`src/fmd_pkg.sv`:
```
// Purpose : Shared constants and types for the 4-bit datapath core
// Assumes : 10 MHz clock, AXI4-Lite register access, 32-bit data
// Notes   : Opcode values are the encoding of the instruction register
`default_nettype none
package fmd_pkg;

  // ****************************************************************
  // Register map (byte addresses)
  // ****************************************************************
  localparam logic [3:0] FMD_OFS_INSTR = 4'h0; // Instruction issue, write
  localparam logic [3:0] FMD_OFS_CORE  = 4'h4; // Core state, read
  localparam logic [3:0] FMD_OFS_IO    = 4'h8; // Channel and pin state, read
  localparam logic [3:0] FMD_OFS_PC    = 4'hC; // Program counter, read

  // ****************************************************************
  // Reset values and bus answers
  // ****************************************************************
  localparam logic [3:0] FMD_RST_PAGE = 4'hE;  // Page 14
  localparam logic [5:0] FMD_RST_ADDR = 6'h3F;
  localparam logic [1:0] FMD_RESP_OK  = 2'h0;
  localparam logic [1:0] FMD_RESP_ERR = 2'h2;
  localparam int         FMD_NUM_DPIN = 10;
  localparam int         FMD_NUM_BIDI = 4;
  localparam logic [3:0] FMD_DAA_ADJ  = 4'h6;  // Decimal add correction
  localparam logic [3:0] FMD_DAS_ADJ  = 4'hA;  // Decimal sub correction
  localparam logic [3:0] FMD_BCD_MAX  = 4'h9;

  // ****************************************************************
  // Instruction opcodes
  // ****************************************************************
  typedef enum logic [5:0] {
    OP_NOP      = 6'h00, OP_PTR_TO_A  = 6'h01, OP_STK_TO_A  = 6'h02,
    OP_XCH_MREG = 6'h03, OP_A_TO_FILE = 6'h04, OP_A_TO_PTR  = 6'h05,
    OP_I_TO_FILE= 6'h06, OP_I_TO_PTR  = 6'h07, OP_PTR_INC   = 6'h08,
    OP_PTR_DEC  = 6'h09, OP_PTR_ADD   = 6'h0A, OP_PTR_SUB   = 6'h0B,
    OP_FILE_SWP = 6'h0C, OP_LD_ACC_M  = 6'h0D, OP_XCH_ACC_M = 6'h0E,
    OP_ST_ACC_UP= 6'h0F, OP_ST_ACC_DN = 6'h10, OP_ST_IMM_UP = 6'h11,
    OP_I_TO_A   = 6'h12, OP_ADD_IMM   = 6'h13, OP_ADD_CARRY = 6'h14,
    OP_SUB_CARRY= 6'h15, OP_ADD_M     = 6'h16, OP_DEC_ADD   = 6'h17,
    OP_DEC_SUB  = 6'h18, OP_NEG_ACC   = 6'h19, OP_CARRY_SET = 6'h1A,
    OP_CARRY_CLR= 6'h1B, OP_CARRY_TST = 6'h1C, OP_ROT_LEFT  = 6'h1D,
    OP_ROT_RIGHT= 6'h1E, OP_M_NE_I    = 6'h1F, OP_PTR_NE_I  = 6'h20,
    OP_A_NE_M   = 6'h21, OP_A_LE_I    = 6'h22, OP_A_LE_M    = 6'h23,
    OP_MBIT_SET = 6'h24, OP_MBIT_CLR  = 6'h25, OP_MBIT_TST  = 6'h26,
    OP_PIN_SET  = 6'h27, OP_PIN_CLR   = 6'h28, OP_PIN_TST   = 6'h29,
    OP_DPIN_SET = 6'h2A, OP_DPIN_CLR  = 6'h2B, OP_CH_TO_A   = 6'h2C,
    OP_A_TO_CH  = 6'h2D, OP_PATTERN   = 6'h2E
  } fmd_op_t;

  // Instruction register word, high bits first
  typedef struct packed {
    logic [12:0] unused;
    logic [7:0]  pattern; // [18:11] hi channel nibble above lo nibble
    logic        swap;    // [10] exchange file bits after execution
    logic [3:0]  imm;     // [9:6] operand
    fmd_op_t     op;      // [5:0]
  } fmd_instr_t;

endpackage : fmd_pkg
`default_nettype wire

```
`src/fmd_core.sv`:
```
// Purpose : Register, RAM and I/O datapath of a 4-bit controller core
// Assumes : Instructions are issued by writes to the instruction register
// Notes   : Accumulator, carry, status, file bits, pointer and RAM keep
//           their contents across reset
//
// Summary of operation
// - ALU result goes to accumulator, overflow to carry for chaining.
// - Instructions set carry, clear carry, and copy carry into status.
// - Carry plus accumulator rotates one place left or right.
// - One-bit file select (0 or 4) picks RAM file, loaded from accumulator or operand.
// - A second file bit swaps with file select to stack it.
// - Four-bit digit pointer picks RAM digit and discrete latch.
// - Pointer steps itself while other data moves in same cycle.
// - Input channel instruction copies input pins into accumulator.
// - Two output channel registers load from accumulator or pattern.
// - Ten discrete latches; first four bidirectional, six output only.
// - Pointer-selected latch set or cleared; test copies pin to status.
// - Latch stays driven during input; read is the wired level.
// - Four bidirectional pins set or cleared by direct operand.
// - Core held in reset while reset high, runs once low.
// - Reset loads program counter with page 14, address 3F.
// - Reset clears latches, output channels and pending pattern, keeps datapath state and RAM.
// - Add uses M+A+C, subtract M-A-notC; both update carry.
// - Immediate store writes operand, steps pointer; status is nonzero.
// - RAM load copies digit to accumulator, optional file swap.
// - Store-and-step writes accumulator, steps pointer, optional swap.
// - Negate gives two's complement of accumulator modulo 16.
// - Status takes not-zero, carry or no-borrow per instruction.
// - Only seven carry instructions change carry flip-flop.
// - All instructions take one cycle; pattern takes two.
//
// The placing of the registers and the AXI4-Lite interface to the registers were decided locally.
`default_nettype none
module fmd_core
  import fmd_pkg::*;
(
  // Clock and reset
  input  wire logic        clk,
  input  wire logic        sys_rst,
  // AXI4-Lite write address and data
  input  wire logic [3:0]  s_axi_awaddr,
  input  wire logic        s_axi_awvalid,
  output logic             s_axi_awready,
  input  wire logic [31:0] s_axi_wdata,
  input  wire logic [3:0]  s_axi_wstrb,
  input  wire logic        s_axi_wvalid,
  output logic             s_axi_wready,
  // AXI4-Lite write response
  output logic [1:0]       s_axi_bresp,
  output logic             s_axi_bvalid,
  input  wire logic        s_axi_bready,
  // AXI4-Lite read
  input  wire logic [3:0]  s_axi_araddr,
  input  wire logic        s_axi_arvalid,
  output logic             s_axi_arready,
  output logic [31:0]      s_axi_rdata,
  output logic [1:0]       s_axi_rresp,
  output logic             s_axi_rvalid,
  input  wire logic        s_axi_rready,
  // Four-bit channels
  input  wire logic [3:0]  input_channel,
  output logic      [3:0]  output_channel_lo,
  output logic      [3:0]  output_channel_hi,
  // Discrete pins
  input  wire logic [3:0]  bidir_discrete_pins_in,
  output logic      [3:0]  bidir_discrete_pins_out,
  output logic      [3:0]  bidir_discrete_pins_oe,
  output logic      [5:0]  output_discrete_pins
);

  // ****************************************************************
  // State
  // ****************************************************************
  logic [3:0]  acc_q, acc_d, ptr_q, ptr_d;
  logic        carry_q, carry_d, status_q, status_d;
  logic        file_q, file_d, file_stack_bit_q, file_stack_bit_d;
  logic [3:0]  ram_q [0:31];
  logic [4:0]  ram_addr;
  logic        ram_we;
  logic [3:0]  ram_wd, ram_rd;
  logic [3:0]  ch_lo_q, ch_lo_d, ch_hi_q, ch_hi_d;
  logic [9:0]  dlat_q, dset, dclr;
  logic        pat_q;
  logic [7:0]  pat_val_q;
  logic [3:0]  pc_page_q;
  logic [5:0]  pc_addr_q;
  logic [3:0]  in_s1_q, in_s2_q, bd_s1_q, bd_s2_q;
  logic [9:0]  pin_lvl;
  logic        pin_sel;
  fmd_instr_t  ins;
  logic        exec;
  logic [3:0]  alu_a, alu_b, alu_s;
  logic        alu_ci, alu_sub, alu_co, nz;
  logic [4:0]  mreg_addr;

  // ****************************************************************
  // AXI4-Lite slave
  // ****************************************************************
  logic        aw_rdy_q, w_rdy_q, b_vld_q, ar_rdy_q, r_vld_q;
  logic [1:0]  b_resp_q, r_resp_q;
  logic [31:0] r_data_q;
  logic [3:0]  aw_addr_q;
  logic [31:0] w_data_q;
  logic [3:0]  w_strb_q;
  logic        wr_go, wr_hit;

  // Both halves of a write held and no answer pending
  assign wr_go  = !aw_rdy_q && !w_rdy_q && !b_vld_q;
  assign wr_hit = (aw_addr_q == FMD_OFS_INSTR) && w_strb_q[0];
  assign exec   = wr_go && wr_hit && !pat_q;
  assign ins    = fmd_instr_t'(w_data_q);

  // Write address capture; address and data may come in either order
  always_ff @(posedge clk) begin
    if (sys_rst) begin
      aw_rdy_q  <= 1'b1;
      aw_addr_q <= 4'h0;
    end else if (s_axi_awvalid && aw_rdy_q) begin
      aw_rdy_q  <= 1'b0;
      aw_addr_q <= {s_axi_awaddr[3:2], 2'b00};
    end else if (b_vld_q && s_axi_bready) begin
      aw_rdy_q  <= 1'b1;
    end
  end

  // Write data capture
  always_ff @(posedge clk) begin
    if (sys_rst) begin
      w_rdy_q  <= 1'b1;
      w_data_q <= 32'h0000_0000;
      w_strb_q <= 4'h0;
    end else if (s_axi_wvalid && w_rdy_q) begin
      w_rdy_q  <= 1'b0;
      w_data_q <= s_axi_wdata;
      w_strb_q <= s_axi_wstrb;
    end else if (b_vld_q && s_axi_bready) begin
      w_rdy_q  <= 1'b1;
    end
  end

  // Write response; only the instruction register accepts writes
  always_ff @(posedge clk) begin
    if (sys_rst) begin
      b_vld_q  <= 1'b0;
      b_resp_q <= FMD_RESP_OK;
    end else if (wr_go) begin
      b_vld_q  <= 1'b1;
      b_resp_q <= exec ? FMD_RESP_OK : FMD_RESP_ERR;
    end else if (b_vld_q && s_axi_bready) begin
      b_vld_q  <= 1'b0;
    end
  end

  // Read channel; data answer one cycle after the address is taken
  always_ff @(posedge clk) begin
    if (sys_rst) begin
      ar_rdy_q <= 1'b1;
      r_vld_q  <= 1'b0;
      r_resp_q <= FMD_RESP_OK;
      r_data_q <= 32'h0000_0000;
    end else if (s_axi_arvalid && ar_rdy_q) begin
      ar_rdy_q <= 1'b0;
      r_vld_q  <= 1'b1;
      r_resp_q <= FMD_RESP_OK;
      if (s_axi_araddr[3:2] == FMD_OFS_CORE[3:2]) begin
        r_data_q <= {19'h0, pat_q, ptr_q, file_stack_bit_q, file_q,
                     status_q, carry_q, acc_q};
      end else if (s_axi_araddr[3:2] == FMD_OFS_IO[3:2]) begin
        r_data_q <= {6'h00, bd_s2_q, in_s2_q, dlat_q, ch_hi_q, ch_lo_q};
      end else if (s_axi_araddr[3:2] == FMD_OFS_PC[3:2]) begin
        r_data_q <= {22'h0, pc_page_q, pc_addr_q};
      end else begin
        r_data_q <= 32'h0000_0000;
        r_resp_q <= FMD_RESP_ERR;
      end
    end else if (r_vld_q && s_axi_rready) begin
      r_vld_q  <= 1'b0;
      ar_rdy_q <= 1'b1;
    end
  end

  assign s_axi_awready = aw_rdy_q;
  assign s_axi_wready  = w_rdy_q;
  assign s_axi_bvalid  = b_vld_q;
  assign s_axi_bresp   = b_resp_q;
  assign s_axi_arready = ar_rdy_q;
  assign s_axi_rvalid  = r_vld_q;
  assign s_axi_rresp   = r_resp_q;
  assign s_axi_rdata   = r_data_q;

  // ****************************************************************
  // Pin synchronisers
  // ****************************************************************
  // Pins are asynchronous to the core clock; two stages before use
  always_ff @(posedge clk) begin
    in_s1_q <= input_channel;
    in_s2_q <= in_s1_q;
    bd_s1_q <= bidir_discrete_pins_in;
    bd_s2_q <= bd_s1_q;
  end

  // Output-only pins read back their own latch
  assign pin_lvl = {dlat_q[9:4], bd_s2_q};
  assign pin_sel = (ptr_q < 4'hA) ? pin_lvl[ptr_q] : 1'b0;

  // ****************************************************************
  // RAM and ALU
  // ****************************************************************
  assign ram_addr  = {file_q, ptr_q};
  assign ram_rd    = ram_q[ram_addr];
  assign mreg_addr = (ins.imm == 4'h0) ? 5'h00 : {1'b1, ins.imm};

  fmd_alu u_alu (
    .opa  (alu_a),
    .opb  (alu_b),
    .cin  (alu_ci),
    .sub  (alu_sub),
    .sum  (alu_s),
    .cout (alu_co)
  );
  assign nz = |alu_s;

  // Operand steering; pointer ops use the ALU while the bus moves data
  always_comb begin
    alu_a   = acc_q;
    alu_b   = ram_rd;
    alu_ci  = 1'b0;
    alu_sub = 1'b0;
    case (ins.op)
      OP_PTR_INC, OP_ST_ACC_UP, OP_ST_IMM_UP: begin
        alu_a = ptr_q;
        alu_b = 4'h1;
      end
      OP_PTR_DEC, OP_ST_ACC_DN: begin
        alu_a = ptr_q; alu_b = 4'h1; alu_sub = 1'b1; alu_ci = 1'b1;
      end
      OP_PTR_ADD: begin alu_a = ptr_q; alu_b = acc_q; end
      OP_PTR_SUB: begin
        alu_a = ptr_q; alu_b = acc_q; alu_sub = 1'b1; alu_ci = 1'b1;
      end
      OP_ADD_IMM:   alu_b = ins.imm;
      OP_ADD_CARRY: begin alu_a = ram_rd; alu_b = acc_q;
                          alu_ci = carry_q; end
      OP_SUB_CARRY: begin alu_a = ram_rd; alu_b = acc_q;
                          alu_sub = 1'b1; alu_ci = carry_q; end
      OP_DEC_ADD:   alu_b = FMD_DAA_ADJ;
      OP_DEC_SUB:   alu_b = FMD_DAS_ADJ;
      OP_NEG_ACC: begin
        alu_a = 4'h0; alu_b = acc_q; alu_sub = 1'b1; alu_ci = 1'b1;
      end
      OP_M_NE_I: begin alu_a = ram_rd; alu_b = ins.imm;
                       alu_sub = 1'b1; alu_ci = 1'b1; end
      OP_PTR_NE_I: begin alu_a = ptr_q; alu_b = ins.imm;
                         alu_sub = 1'b1; alu_ci = 1'b1; end
      OP_A_NE_M, OP_A_LE_M: begin alu_a = ram_rd; alu_b = acc_q;
                                  alu_sub = 1'b1; alu_ci = 1'b1; end
      OP_A_LE_I: begin alu_a = ins.imm; alu_b = acc_q;
                       alu_sub = 1'b1; alu_ci = 1'b1; end
      default: ;
    endcase
  end

  // ****************************************************************
  // Instruction execution
  // ****************************************************************
  // Next state of every datapath register for the issued instruction
  always_comb begin
    acc_d = acc_q; carry_d = carry_q; status_d = status_q;
    file_d = file_q; file_stack_bit_d = file_stack_bit_q; ptr_d = ptr_q;
    ram_we = 1'b0; ram_wd = acc_q;
    ch_lo_d = ch_lo_q; ch_hi_d = ch_hi_q;
    dset = 10'h000; dclr = 10'h000;
    case (ins.op)
      OP_PTR_TO_A:  acc_d = ptr_q;
      OP_STK_TO_A:  acc_d = {1'b0, file_stack_bit_q, 2'b00};
      OP_XCH_MREG:  acc_d = ram_q[mreg_addr];
      OP_A_TO_FILE: file_d = acc_q[2];
      OP_A_TO_PTR:  ptr_d = acc_q;
      OP_I_TO_FILE: file_d = ins.imm[2];
      OP_I_TO_PTR:  ptr_d = ins.imm;
      OP_PTR_INC:   begin ptr_d = alu_s; status_d = nz; end
      OP_PTR_DEC, OP_PTR_SUB: begin ptr_d = alu_s; status_d = alu_co; end
      OP_PTR_ADD:   begin ptr_d = alu_s; status_d = alu_co; end
      OP_LD_ACC_M:  acc_d = ram_rd;
      OP_XCH_ACC_M: begin acc_d = ram_rd; ram_we = 1'b1; end
      OP_ST_ACC_UP: begin ram_we = 1'b1; ptr_d = alu_s;
                          status_d = nz; end
      OP_ST_ACC_DN: begin ram_we = 1'b1; ptr_d = alu_s;
                          status_d = alu_co; end
      OP_ST_IMM_UP: begin ram_we = 1'b1; ram_wd = ins.imm;
                          ptr_d = alu_s; status_d = nz; end
      OP_I_TO_A:    acc_d = ins.imm;
      OP_ADD_IMM, OP_ADD_M: begin acc_d = alu_s; status_d = alu_co; end
      OP_ADD_CARRY, OP_SUB_CARRY: begin
        acc_d = alu_s; carry_d = alu_co; status_d = alu_co;
      end
      OP_DEC_ADD: if (carry_q || acc_q > FMD_BCD_MAX) begin
        acc_d = alu_s; carry_d = 1'b1;
      end
      OP_DEC_SUB: if (!carry_q) acc_d = alu_s;
      OP_NEG_ACC:   acc_d = alu_s;
      OP_CARRY_SET: carry_d = 1'b1;
      OP_CARRY_CLR: carry_d = 1'b0;
      OP_CARRY_TST: status_d = carry_q;
      OP_ROT_LEFT:  {carry_d, acc_d} = {acc_q, carry_q};
      OP_ROT_RIGHT: {acc_d, carry_d} = {carry_q, acc_q};
      OP_M_NE_I, OP_PTR_NE_I, OP_A_NE_M: status_d = nz;
      OP_A_LE_I, OP_A_LE_M: status_d = alu_co;
      OP_MBIT_SET: begin ram_we = 1'b1;
        ram_wd = ram_rd | (4'h1 << ins.imm[1:0]); end
      OP_MBIT_CLR: begin ram_we = 1'b1;
        ram_wd = ram_rd & ~(4'h1 << ins.imm[1:0]); end
      OP_MBIT_TST: status_d = ram_rd[ins.imm[1:0]];
      OP_PIN_SET: if (ptr_q < 4'hA) dset[ptr_q] = 1'b1;
      OP_PIN_CLR: if (ptr_q < 4'hA) dclr[ptr_q] = 1'b1;
      OP_PIN_TST: status_d = pin_sel;
      OP_DPIN_SET: dset[ins.imm[1:0]] = 1'b1;
      OP_DPIN_CLR: dclr[ins.imm[1:0]] = 1'b1;
      OP_CH_TO_A:  acc_d = in_s2_q;
      OP_A_TO_CH: if (ins.imm[0]) ch_hi_d = acc_q;
                  else ch_lo_d = acc_q;
      default: ;
    endcase
    // Memory-register exchange writes the accumulator to its own digit
    if (ins.op == OP_XCH_MREG) ram_we = 1'b0;
    // Optional file swap works on the old file bits; a file load with swap sets both bits to the old stack bit
    if (ins.swap || ins.op == OP_FILE_SWP) begin
      file_d           = file_stack_bit_d;
      file_stack_bit_d = file_q;
      if (ins.op == OP_A_TO_FILE || ins.op == OP_I_TO_FILE) begin
        file_stack_bit_d = file_d == file_q ? file_q : file_d;
      end
    end
  end

  // Datapath registers; deliberately not reset
  always_ff @(posedge clk) begin
    if (exec) begin
      acc_q            <= acc_d;
      carry_q          <= carry_d;
      status_q         <= status_d;
      file_q           <= file_d;
      file_stack_bit_q <= file_stack_bit_d;
      ptr_q            <= ptr_d;
    end
  end

  // RAM write; the read above sees the old digit this cycle
  always_ff @(posedge clk) begin
    if (exec && ram_we) ram_q[ram_addr] <= ram_wd;
    if (exec && ins.op == OP_XCH_MREG) ram_q[mreg_addr] <= acc_q;
  end

  // Pattern takes a second cycle to land in the output channels
  always_ff @(posedge clk) begin
    if (sys_rst) begin
      pat_q     <= 1'b0;
      pat_val_q <= 8'h00;
    end else begin
      pat_q     <= exec && ins.op == OP_PATTERN;
      if (exec) pat_val_q <= ins.pattern;
    end
  end

  // Output channel holding registers
  always_ff @(posedge clk) begin
    if (sys_rst) begin
      ch_lo_q <= 4'h0;
      ch_hi_q <= 4'h0;
    end else if (pat_q) begin
      ch_lo_q <= pat_val_q[3:0];
      ch_hi_q <= pat_val_q[7:4];
    end else if (exec) begin
      ch_lo_q <= ch_lo_d;
      ch_hi_q <= ch_hi_d;
    end
  end

  // Discrete latches, one flop per pin
  genvar gi;
  generate
    for (gi = 0; gi < FMD_NUM_DPIN; gi++) begin : g_dlat
      always_ff @(posedge clk) begin
        if (sys_rst) dlat_q[gi] <= 1'b0;
        else if (exec && dset[gi]) dlat_q[gi] <= 1'b1;
        else if (exec && dclr[gi]) dlat_q[gi] <= 1'b0;
      end
    end
  endgenerate

  // Program counter; steps within its page for each instruction
  always_ff @(posedge clk) begin
    if (sys_rst) begin
      pc_page_q <= FMD_RST_PAGE;
      pc_addr_q <= FMD_RST_ADDR;
    end else if (exec) begin
      pc_addr_q <= pc_addr_q + 6'h01;
    end
  end

  // ****************************************************************
  // Pin drive
  // ****************************************************************
  // Open drain: the latch drives while set, even while being read
  assign output_channel_lo       = ch_lo_q;
  assign output_channel_hi       = ch_hi_q;
  assign bidir_discrete_pins_out = dlat_q[3:0];
  assign bidir_discrete_pins_oe  = dlat_q[3:0];
  assign output_discrete_pins    = dlat_q[9:4];

endmodule // fmd_core
`default_nettype wire

```
`src/fmd_alu.sv`:
```
// Purpose : 4-bit adder/subtractor with carry in and carry out
// Assumes : Subtract computes a + ~b + cin, so cout means no borrow
// Notes   : Purely combinational
`default_nettype none
module fmd_alu
  import fmd_pkg::*;
(
  // Operands
  input  wire logic [3:0] opa,
  input  wire logic [3:0] opb,
  input  wire logic       cin,
  input  wire logic       sub,
  // Result
  output logic      [3:0] sum,
  output logic            cout
);

  logic [4:0] total;

  // One adder serves both directions; inverting b saves a second one
  always_comb begin
    total = {1'b0, opa} + {1'b0, (sub ? ~opb : opb)} + {4'h0, cin};
    sum   = total[3:0];
    cout  = total[4];
  end

endmodule // fmd_alu
`default_nettype wire

```
`config.mk`:
```
export PLATFORM = sky130hd
export DESIGN_NAME = fmd_core
export DESIGN_NICKNAME = d
export VERILOG_FILES = /design/src/fmd_pkg.sv /design/src/fmd_core.sv /design/src/fmd_alu.sv
export SDC_FILE = /design/constraint.sdc
export NUM_CORES = 1
export LEC_CHECK = 0
export ABC_AREA = 1
export BUFFER_PORTS_ARGS = -buffer_cell sky130_fd_sc_hd__buf_2
export CORE_MARGIN = 2
export CORE_UTILIZATION = 28
export DETAILED_ROUTE_END_ITERATION = 10
export PLACE_DENSITY = 0.55
export RECOVER_POWER = 100
export REMOVE_ABC_BUFFERS = 1
export SYNTH_ARGS = -nofsm -noshare
export SYNTH_HDL_FRONTEND = slang
export SYNTH_SLANG_ARGS = --single-unit
```
`constraint.sdc`:
```
create_clock -name clk -period 3.68 [get_ports clk]
set_input_delay 0.368 -clock clk [delete_from_list [all_inputs] [get_ports clk]]
set_output_delay 0.368 -clock clk [all_outputs]
set_load 0.03 [all_outputs]
```
* After elaboration in Yosys (flattened, before gate mapping)
Memory sizes are Yosys's and may differ from the RTL's.
Index checks and enable logic that the tools add are counted.
** Operators by class
- Add/subtract/negate cells :: 3
- Magnitude comparators :: 7
- Equality and inequality tests :: 54
- Shifts and indexed selects :: 1
- Muxes and demuxes :: 83
- Bitwise logic cells :: 4
- Reductions and logical operators :: 90
** Operators by type and width (number)
- $eq A6 B5 Y1 const B :: 16
- $eq A6 B6 Y1 const B :: 15
- $mux W26 :: 2
- $eq A6 B4 Y1 const B :: 8
- $mux W4 :: 12
- $mux W1 :: 46
- $pmux W4 S11 :: 1
- $pmux W10 S2 :: 2
- $logic_and A1 B1 Y1 :: 35
- $reduce_bool A2 Y1 :: 17
- $eq A6 B3 Y1 const B :: 4
- $pmux W4 S3 :: 2
- $mux W10 :: 2
- $pmux W4 S5 :: 1
- $reduce_or A10 Y1 :: 2
- $pmux W4 S4 :: 1
- $reduce_or A8 Y1 :: 2
- $reduce_or A5 Y1 :: 3
- $eq A6 B2 Y1 const B :: 2
- $reduce_and A3 Y1 :: 4
- $reduce_or A6 Y1 :: 2
- $reduce_bool A11 Y1 :: 1
- $mux W5 :: 2
- $reduce_or A9 Y1 :: 1
- 40 further kinds :: 59
** Word-level totals
- Register bits after elaboration :: 124
- Bits in writable memories :: 128
- Bits of input ports :: 59
- Output and inout bits :: 63
- Logic and storage cells :: 279
- Memories kept :: 1
** Memories
- ram_q :: depth 32, width 4, read ports 2, clocked after memory_dff 0, write ports 1, RTL line fmd_core.sv:77 : logic [3:0] ram_q [0:31];

* Longest topological paths before layout
Gate-level depths: netlist (run 1).
- Depth in word-level cells :: 10
- Mapped depth :: 26
- Depth with buffers taken out :: 26

* Cells and area by module
A second synthesis (run 1) with hierarchy kept.
** Second synthesis, totals
- Cells, all modules :: 1485
- Area total of the unflattened synthesis :: 11976.5 µm²
** Modules (own cells, without submodules)
- fmd_core :: instances 1, cells each 1457, area an instance 11777.5 µm², sequential area each 6286.0 µm²
- fmd_alu :: instances 1, cells each 28, area an instance 198.9 µm², sequential area each 0.0 µm²

* Least setup slack after synthesis (run 1)
Ideal clock, no wire load.
- Path type :: reg2reg
- Start :: register ptr_q[1]
- End :: register status_q (data pin)
- Setup time :: 0.253 ns
- Data arrival time :: 3.102 ns
- Data required time :: 3.427 ns
- Setup slack :: 0.325 ns
- Cell stages (with the launch flop) :: 26
- Buffers on the path :: 2
- Period minus slack after synthesis :: 3.355 ns
- Cell sequence :: edfxtp_1 buf_4 nor2_2 inv_1 buf_2 nor2_1 nor2_1 nand2_1 nand2_1 nand2_1 inv_1 nand3_2 nand2_1 nand2_1 nand2_1 xor2_1 fa_1 fa_1 xnor2_1 nor2_1 nand3_1 nand2_1 nand2_1 nand3b_1 nor2_1 nor2_1
** Between the ends
- Word-level cells in the longest chain between the ends :: 8
- Elaborated cells between the ends (all ways) :: 15
- Those cells by class :: add/sub: 2; order compare: 1; mux: 9; bitwise: 1; reduce/logical: 1; memory: 1
** Ends and longest elaborated chain
- start: declaration :: RTL line fmd_core.sv:74 : logic [3:0] acc_q, acc_d, ptr_q, ptr_d;
- start signal: assignment :: RTL line fmd_core.sv:344 : ptr_q <= ptr_d;
- $mem_v2 Z32 W4
- $pmux W4 S5 :: RTL line fmd_core.sv:229 : case (ins.op)
- $not A4 Y4 :: RTL line fmd_alu.sv:22 : total = {1'b0, opa} + {1'b0, (sub ? ~opb : opb)} + {4'h0, cin};
- $mux W4 :: RTL line fmd_alu.sv:22
- $add A4 B4 Y5 :: RTL line fmd_alu.sv:22
- $add A5 B1 Y5 :: RTL line fmd_alu.sv:22
- $reduce_or A4 Y1 :: RTL line fmd_core.sv:221 : assign nz = |alu_s;
- $pmux W1 S5 * :: RTL line fmd_core.sv:273 : case (ins.op)
- named net status_d :: RTL line fmd_core.sv:75 : logic carry_q, carry_d, status_q, status_d;
- end signal: assignment :: RTL line fmd_core.sv:341 : status_q <= status_d;
- end: declaration :: RTL line fmd_core.sv:75
The timed path passes the listed nets; every way through them passes the cells marked *. The select of a mux whose other input is x is not followed.
A chain may end at the register's enable or synchronous reset.

* Worst setup path after layout (run 1)
Ends and elaborated chain as after synthesis.

==> qor.txt, run 1 <==
largest net degree at the start of global routing -> 46
Finish-stage setup viols -> 0
Initial Utilization -> 28.5%
CP startpoint kind -> flip-flop
post-synthesis cell count -> 1450
max_slew headroom -> 43.3%
cell breakdown of the critical path -> nand2_4, buf_4, o22ai_1, o21ai_0, nand3_2, nand2_4, nand2_1, nand2_1, a21oi_1, fa_2, fa_2, xnor2_1, nor2_1, nand3_1, nand2_1, nand2_1, nand3b_1, nor2_1, nor2_1
Final Hold Viols -> 0
Core Util, Final -> 34.8%
Clock transition at path regs -> 0.06 ns
outcome -> finished clean
critical path's slowest cell -> edfxtp_1
Buffers on Ports -> 93
cell repeated most along the worst path -> nand2_1
ys async rst share -> 0%
CP Class -> flip-flop to flip-flop
Clock Latency Late Sink -> 0.58 ns
Pwr Density -> 473 nW/um^2
First-pass DRT Iterations -> 5
VDD IR max -> 0.240 mV
family with the most delay on the worst path -> simple AND/OR/NAND/NOR gates
hold wc startpoint -> s_axi_rready
Crit Path Max Fanout -> 6
critical path data arrival time -> 3.85 ns
EDFF count, synth -> 140
CP Capture Type -> flip-flop
worst r2r src -> ptr_q[1]
Avg WL per Cell -> 18.6 um
CTS tree -> done
I/O pin count -> 122
Total GRT Usage -> 18.1%
area of the multi-input gates -> 4880 um^2
die area -> 44500 um^2
R2R cell count -> 19
maximum buffer depth of the clock tree -> 3
Final #Nets -> 1686
post-synth cell types -> 51
initial antenna violation count -> 0
DRC -> 0
H-tree depth -> 1
design area -> 14700 um^2
register area share after synthesis -> 52.4%
Layout area overhead -> 22.2%
P_leak -> 5.95 nW
Tcrit/Tclk final -> 95.5%
Required @ worst endpoint -> 4.01 ns
slowest cell delay on critical path -> 0.54 ns
WP depth -> 19
storage element area -> 6290 um^2
site row count -> 75
fill count -> 4392
clock sink total -> 244
Slew Limit Fails -> 0
post-placement cell area -> 13400 um^2
layout cell share with drive strength beyond 1 -> 15.7%
cts bufs inserted -> 30
Worst Path Buf+Inv -> 1
initial DRC count -> 906
total grt overflow -> 0
minimum clock period -> 3.51 ns
Root Driver -> clkbuf_16
vias per cell -> 4.89
Ant. Diodes -> 0
Critical Path Start -> ptr_q[1]
RSZ-0062 raised after global routing -> yes
number of global-route vias before repair -> 10359
synthesized area per cell -> 8.28 um^2
Yosys warnings -> 0
Final HPWL DP -> 30.0 mm
drt total wl -> 40.6 mm
HP Class -> primary input to flip-flop
hold depth -> 4
remaining antenna violation count -> 0
Worst Max-Slew Pin Slew -> 0.849 ns
Vias -> 10675
first-pass GRT wire length -> 61.7 mm
Synth Flop Type -> edfxtp_1
max cap viols -> 0
fmax -> 285 MHz
Die Ht -> 211 um
Max Clock Skew -> 0.0212 ns
core area -> 42100 um^2
Seq cells post-synth -> 244
placed insts -> 2108
Die W -> 211 um
Hold WS -> 0.0480 ns
GPL Wtd Cong -> 0.922
synthesized cell area -> 12000 um^2
Non-Filler Instances -> 2184
==> layer usage <==
metal | vias to the layer above | GRT usage (%) | part of all wire [%]
met2 | 390 | 30.3 | 46
met3 | 80 | 2.71 | 5.9
met5 | - | 0 | 0
met1 | 5036 | 23.9 | 45
met4 | 0 | 6.17 | 3.1
li1 | 5169 | - | -
==> power by group <==
| group | internal (mW) | total [mW] | switching [mW] |
|---|---|---|---|
| logic | 0.315 | 0.853 | 0.538 |
| registers | 2.93 | 2.97 | 0.0430 |
| clock network | 1.92 | 3.11 | 1.19 |
==> through the flow <==
step,setup TNS [ns],setup slack [ns],total power [mW]
after CTS,0,0.00335,6.96
after detailed placement,-0.0676,-0.0676,3.84
final,0,0.167,6.93
after global placement,-0.0429,-0.0429,3.83
after global routing,-0.0637,-0.0637,7.19
after floorplan,-0.196,-0.196,3.50
==> timing repair <==
| item | 4_1_cts | 5_1_grt |
|---|---|---|
| hold buffers | 8 | 0 |
| pin swaps | 1 | 8 |
| setup endpoints to repair | 2 | 4 |
| hold endpoints to repair | 8 | 0 |
| gates resized for setup | 6 | 22 |
| setup buffers | 2 | 10 |
==> worst min-delay path, delay by kind of cell <==
family	cells	cell delay, ns
and+or+nand+nor	1	0.04
buffers and inverters	2	0.12
AOI/OAI and AO/OA	1	0.05
==> cells in the mapped netlist (all sizes together) (7+ instances only) <==
library cell    n  share of area [%]
o21ai         104                4.5
o211ai         11               0.69
nand3          59                2.8
a22oi          17                1.1
a41oi           7               0.51
nor3           11               0.72
nor2          241                8.1
or2             7               0.36
a31oi           7               0.36
dfxtp         104                 17
inv           143                4.5
edfxtp        140                 35
clkbuf         28               0.88
nand4          12               0.63
buf            35                2.0
nand2         368                 12
o22ai          28                1.5
a21oi          84                3.6
==> worst paths after layout <==
| path | endpoint | slack (ns) |
|---|---|---|
| worst max register to register | status_q | 0.17 |
| worst min register to register | in_s2_q[3] | 0.33 |
| worst max-delay path | status_q | 0.17 |
| worst min-delay path | s_axi_rvalid | 0.05 |
==> kinds of logic (layout without fill, tap and decap cells) <==
group	Yosys count	count (layout)	share of synthesized area, %
XOR/XNOR	8	8	0.584
AND/OR/NAND/NOR	700	700	25.0
adder cells (fa/ha/maj)	6	6	0.751
flip-flops	244	244	52.4
AO/OA/AOI/OAI	279	279	13.7
buffers and inverters	212	400	7.59
other	1	8	0.0312
==> flip-flops by register name, indices dropped and copies added, names as in the netlist, 6 cells and up <==
name,count
ins,19
output_discrete_pins,6
pat_val_q,8
pc_addr_q,6
ram_q,128
s_axi_rdata,26
==> cell usage in the layout, fill, tap and decap left out, types with 12 or more instances in the layout <==
master	synthesis	layout
a21oi_1	83	82
o21ai_1	11	13
dfxtp_1	104	104
clkbuf_16	0	31
o21ai_0	87	84
edfxtp_1	140	140
o22ai_1	28	28
inv_1	131	129
nand3_1	50	49
nand4_1	12	12
nand2_1	352	348
clkbuf_1	28	65
a22oi_1	17	17
nor2_1	228	226
buf_4	18	85
buf_2	13	38
inv_2	12	14
==> layout make-up <==
class / instances / share of cell area [%]
Clock buffer: 39 / 5.56
Clock inverter: 17 / 1.68
Inverter: 149 / 3.82
Multi-Input combinational cell: 1001 / 33.3
Sequential cell: 244 / 42.9
Tap cell: 539 / 4.60
Timing Repair Buffer: 195 / 8.16
(Power assumes the default switching activity.)
==> inputs of run 2 (changes only) <==
--- a/config.mk
+++ b/config.mk
@@ -7,6 +7,7 @@
 export LEC_CHECK = 0
 export ABC_AREA = 1
 export BUFFER_PORTS_ARGS = -buffer_cell sky130_fd_sc_hd__buf_2
+export CORE_ASPECT_RATIO = 1.1
 export CORE_MARGIN = 2
 export CORE_UTILIZATION = 28
 export DETAILED_ROUTE_END_ITERATION = 10
==> qor.txt, run 2 (synthesized netlist as in run 1, its figures left out) <==
Final Hold Viols -> 0 (unchanged)
core area -> 42300 um^2 (+0.41%)
Int Power -> 4.73 mW (-8.5%)
Total GRT Usage -> 17.5% (-0.58 points)
initial DRC count -> 860 (-5.1%)
Slew Limit Fails -> 0 (unchanged)
GPL Wtd Cong -> 0.930 (+0.85%)
cell breakdown of the critical path -> buf_12, buf_4, nor2_2, nand2_1, nand4_1, nand2_1, nand2_1, inv_1, nand3_2, nand2_4, nand2_1, nand2_1, xor2_1, fa_2, fa_2, xnor2_1, nor2_1, nand3_1, nand2_1, nand2_1, nand3b_1, nor2_1, nor2_1
placed insts -> 2143 (+1.7%)
remaining antenna violation count -> 0 (unchanged)
Crit Path Max Fanout -> 8 (+2)
RSZ-0062 raised after global routing -> no
worst r2r src -> ptr_q[1]
WP depth -> 23 (+4)
family with the most delay on the worst path -> simple AND/OR/NAND/NOR gates
Clock Latency Late Sink -> 0.56 ns (-0.02 ns)
CP Capture Type -> flip-flop
Die W -> 201 um (-4.6%)
max cap viols -> 0 (unchanged)
HP Class -> primary input to flip-flop
Pwr Density -> 443 nW/um^2 (-6.4%)
Max Clock Skew -> 0.0194 ns (-0.00177 ns)
maximum buffer depth of the clock tree -> 3 (unchanged)
Worst R2R Setup Slack -> 0.20 ns (+0.03 ns)
outcome -> finished clean
total power -> 6.42 mW (-7.4%)
vias per cell -> 4.86 (-0.61%)
Initial Utilization -> 28.4% (-0.12 points)
most frequent cells in the layout -> 349 x nand2_1, 226 x nor2_1, 140 x edfxtp_1, 132 x inv_1, 103 x dfxtp_1
First-pass DRT Iterations -> 5 (unchanged)
CP Class -> flip-flop to flip-flop
P_leak -> 5.83 nW (-2.0%)
site row count -> 79 (+5.3%)
critical path's slowest cell -> edfxtp_1
Layout area overhead -> 20.8%
largest net degree at the start of global routing -> 44 (-4.3%)
total grt overflow -> 0 (unchanged)
clock sink total -> 244 (unchanged)
CP endpoint -> status_q
Die Ht -> 221 um (+4.8%)
Worst Path Buf+Inv -> 3 (+2)
Final #Nets -> 1684 (-0.12%)
cts bufs inserted -> 26 (-13%)
critical path data arrival time -> 3.80 ns (-0.05 ns)
Tcrit/Tclk final -> 94.7% (-0.78 points)
commonest non-fill, non-tap cell in the layout -> nand2_1
Final TNS setup -> 0 ns (unchanged)
Vias -> 10717 (+0.39%)
R2R cell count -> 23 (+4)
Ant. Diodes -> 0 (unchanged)
Switching Share -> 26.4% (+0.84 points)
number of global-route vias before repair -> 10529 (+1.6%)
Final HPWL DP -> 29.3 mm (-2.1%)
CTS tree -> done
max reg flops -> 128 (unchanged)
combinational power share -> 12.6% (+0.3 points)
slowest cell delay on critical path -> 0.42 ns (-0.12 ns)
H-tree depth -> 1 (unchanged)
initial antenna violation count -> 0 (unchanged)
Avg WL per Cell -> 18.1 um (-2.7%)
Core Util, Final -> 34.3% (-0.53 points)
VDD IR max -> 0.239 mV (-0.54%)
Finish-stage setup viols -> 0 (unchanged)
Root Driver -> clkbuf_16
I/O pin count -> 122 (unchanged)
Non-Filler Instances -> 2206 (+1.0%)
Critical Path Start -> ptr_q[1]
fmax -> 287 MHz (+0.82%)
Worst Max-Slew Pin Slew -> 1.04 ns (+0.191 ns)
share of power burned in registers -> 46.3% (+3.4 points)
CP startpoint kind -> flip-flop
layout cell share with drive strength beyond 1 -> 15.3% (-0.43 points)
cell repeated most along the worst path -> nand2_1
DRC -> 0 (unchanged)
max_slew headroom -> 30.6% (-13 points)
Reg with most FFs -> ram_q
reg2reg end -> status_q
die area -> 44500 um^2 (about the same)
Buffers on Ports -> 93 (unchanged)
drt total wl -> 40.0 mm (-1.7%)
Clk network pwr share -> 41.1% (-3.7 points)
net switching power -> 1.69 mW (-4.4%)
first-pass GRT wire length -> 60.8 mm (-1.4%)
Clock transition at path regs -> 0.07 ns (about the same)
minimum clock period -> 3.48 ns (-0.0286 ns)
Required @ worst endpoint -> 3.99 ns (-0.02 ns)
run 2: changes by cell type in the layout (fill, tap and decap cells not counted), moves of 3 or more:
cell        delta
buf_4         -10
bufinv_16      -3
clkbuf_16      -5
clkbuf_4       +3
clkbuf_8       +3
clkinvlp_4     +3
inv_1          +3
nand2_4        -3
run 2: power by group through the flow:
stage / Clock [mW] / Sequential [mW] / Combinational, mW
6_report: 2.64 / 2.97 / 0.808
5_1_grt: 2.79 / 2.98 / 0.892
4_1_cts: 2.68 / 2.97 / 0.819
3_5_place_dp: 0 / 3.03 / 0.808
2_1_floorplan: 0 / 3.05 / 0.450
3_3_place_gp: 0 / 3.03 / 0.807
run 2: cell type report:
class                   instances  area [um^2]
clock buffers                  31          709
repair buffers                197         1190
inverters                     149          567
fillers                      4502        27800
well taps                     567          709
multi-input cells            1001         4880
clock inverters                17          146
flip-flops and latches        244         6290
run 2: routing by layer:
metal	vias to the layer above	track usage [%]	part of all wire (%)
li1	5170	-	-
met1	5056	21.6	42
met2	390	30.7	48
met3	101	2.47	6.0
met4	0	7.07	3.8
met5	-	0	0
run 2: worst min-delay path by stage:
stage	startpoint	cells past startpoint	endpoint	slack [ns]
final	s_axi_rready	4	s_axi_rvalid	0.08
after global routing	s_axi_wdata[16]	3	ins[16]	0.1
after CTS	s_axi_rready	4	s_axi_rvalid	0.05
after detailed placement	bd_s1_q[0]	0	bd_s2_q[0]	0.31
after global placement	in_s1_q[0]	0	in_s2_q[0]	0.31
after floorplan	bd_s1_q[0]	0	bd_s2_q[0]	0.31
run 2: repair_timing:
| action | CTS | global route |
|---|---|---|
| hold buffers | 8 | 0 |
| pin swaps | 0 | 15 |
| hold endpoints to repair | 8 | 0 |
| setup endpoints to repair | 2 | 5 |
| buffers inserted | 3 | 4 |
| resized for setup | 5 | 28 |
run 2: metrics by stage:
stage	setup WS (ns)	cell area [um^2]	hold slack, ns
final	0.196	14500	0.0753
after global routing	0.00665	14500	0.0987
after CTS	0.00511	14500	0.0545
after detailed placement	-0.171	13500	0.313
after global placement	-0.217	13500	0.314
after floorplan	-0.196	11700	0.310
run 2: tightest hold or removal path: cells and delay by family:
| kind | cells | cell delay [ns] |
|---|---|---|
| and+or+nand+nor | 1 | 0.05 |
| buffers and inverters | 2 | 0.12 |
| AOI/OAI and AO/OA | 1 | 0.05 |
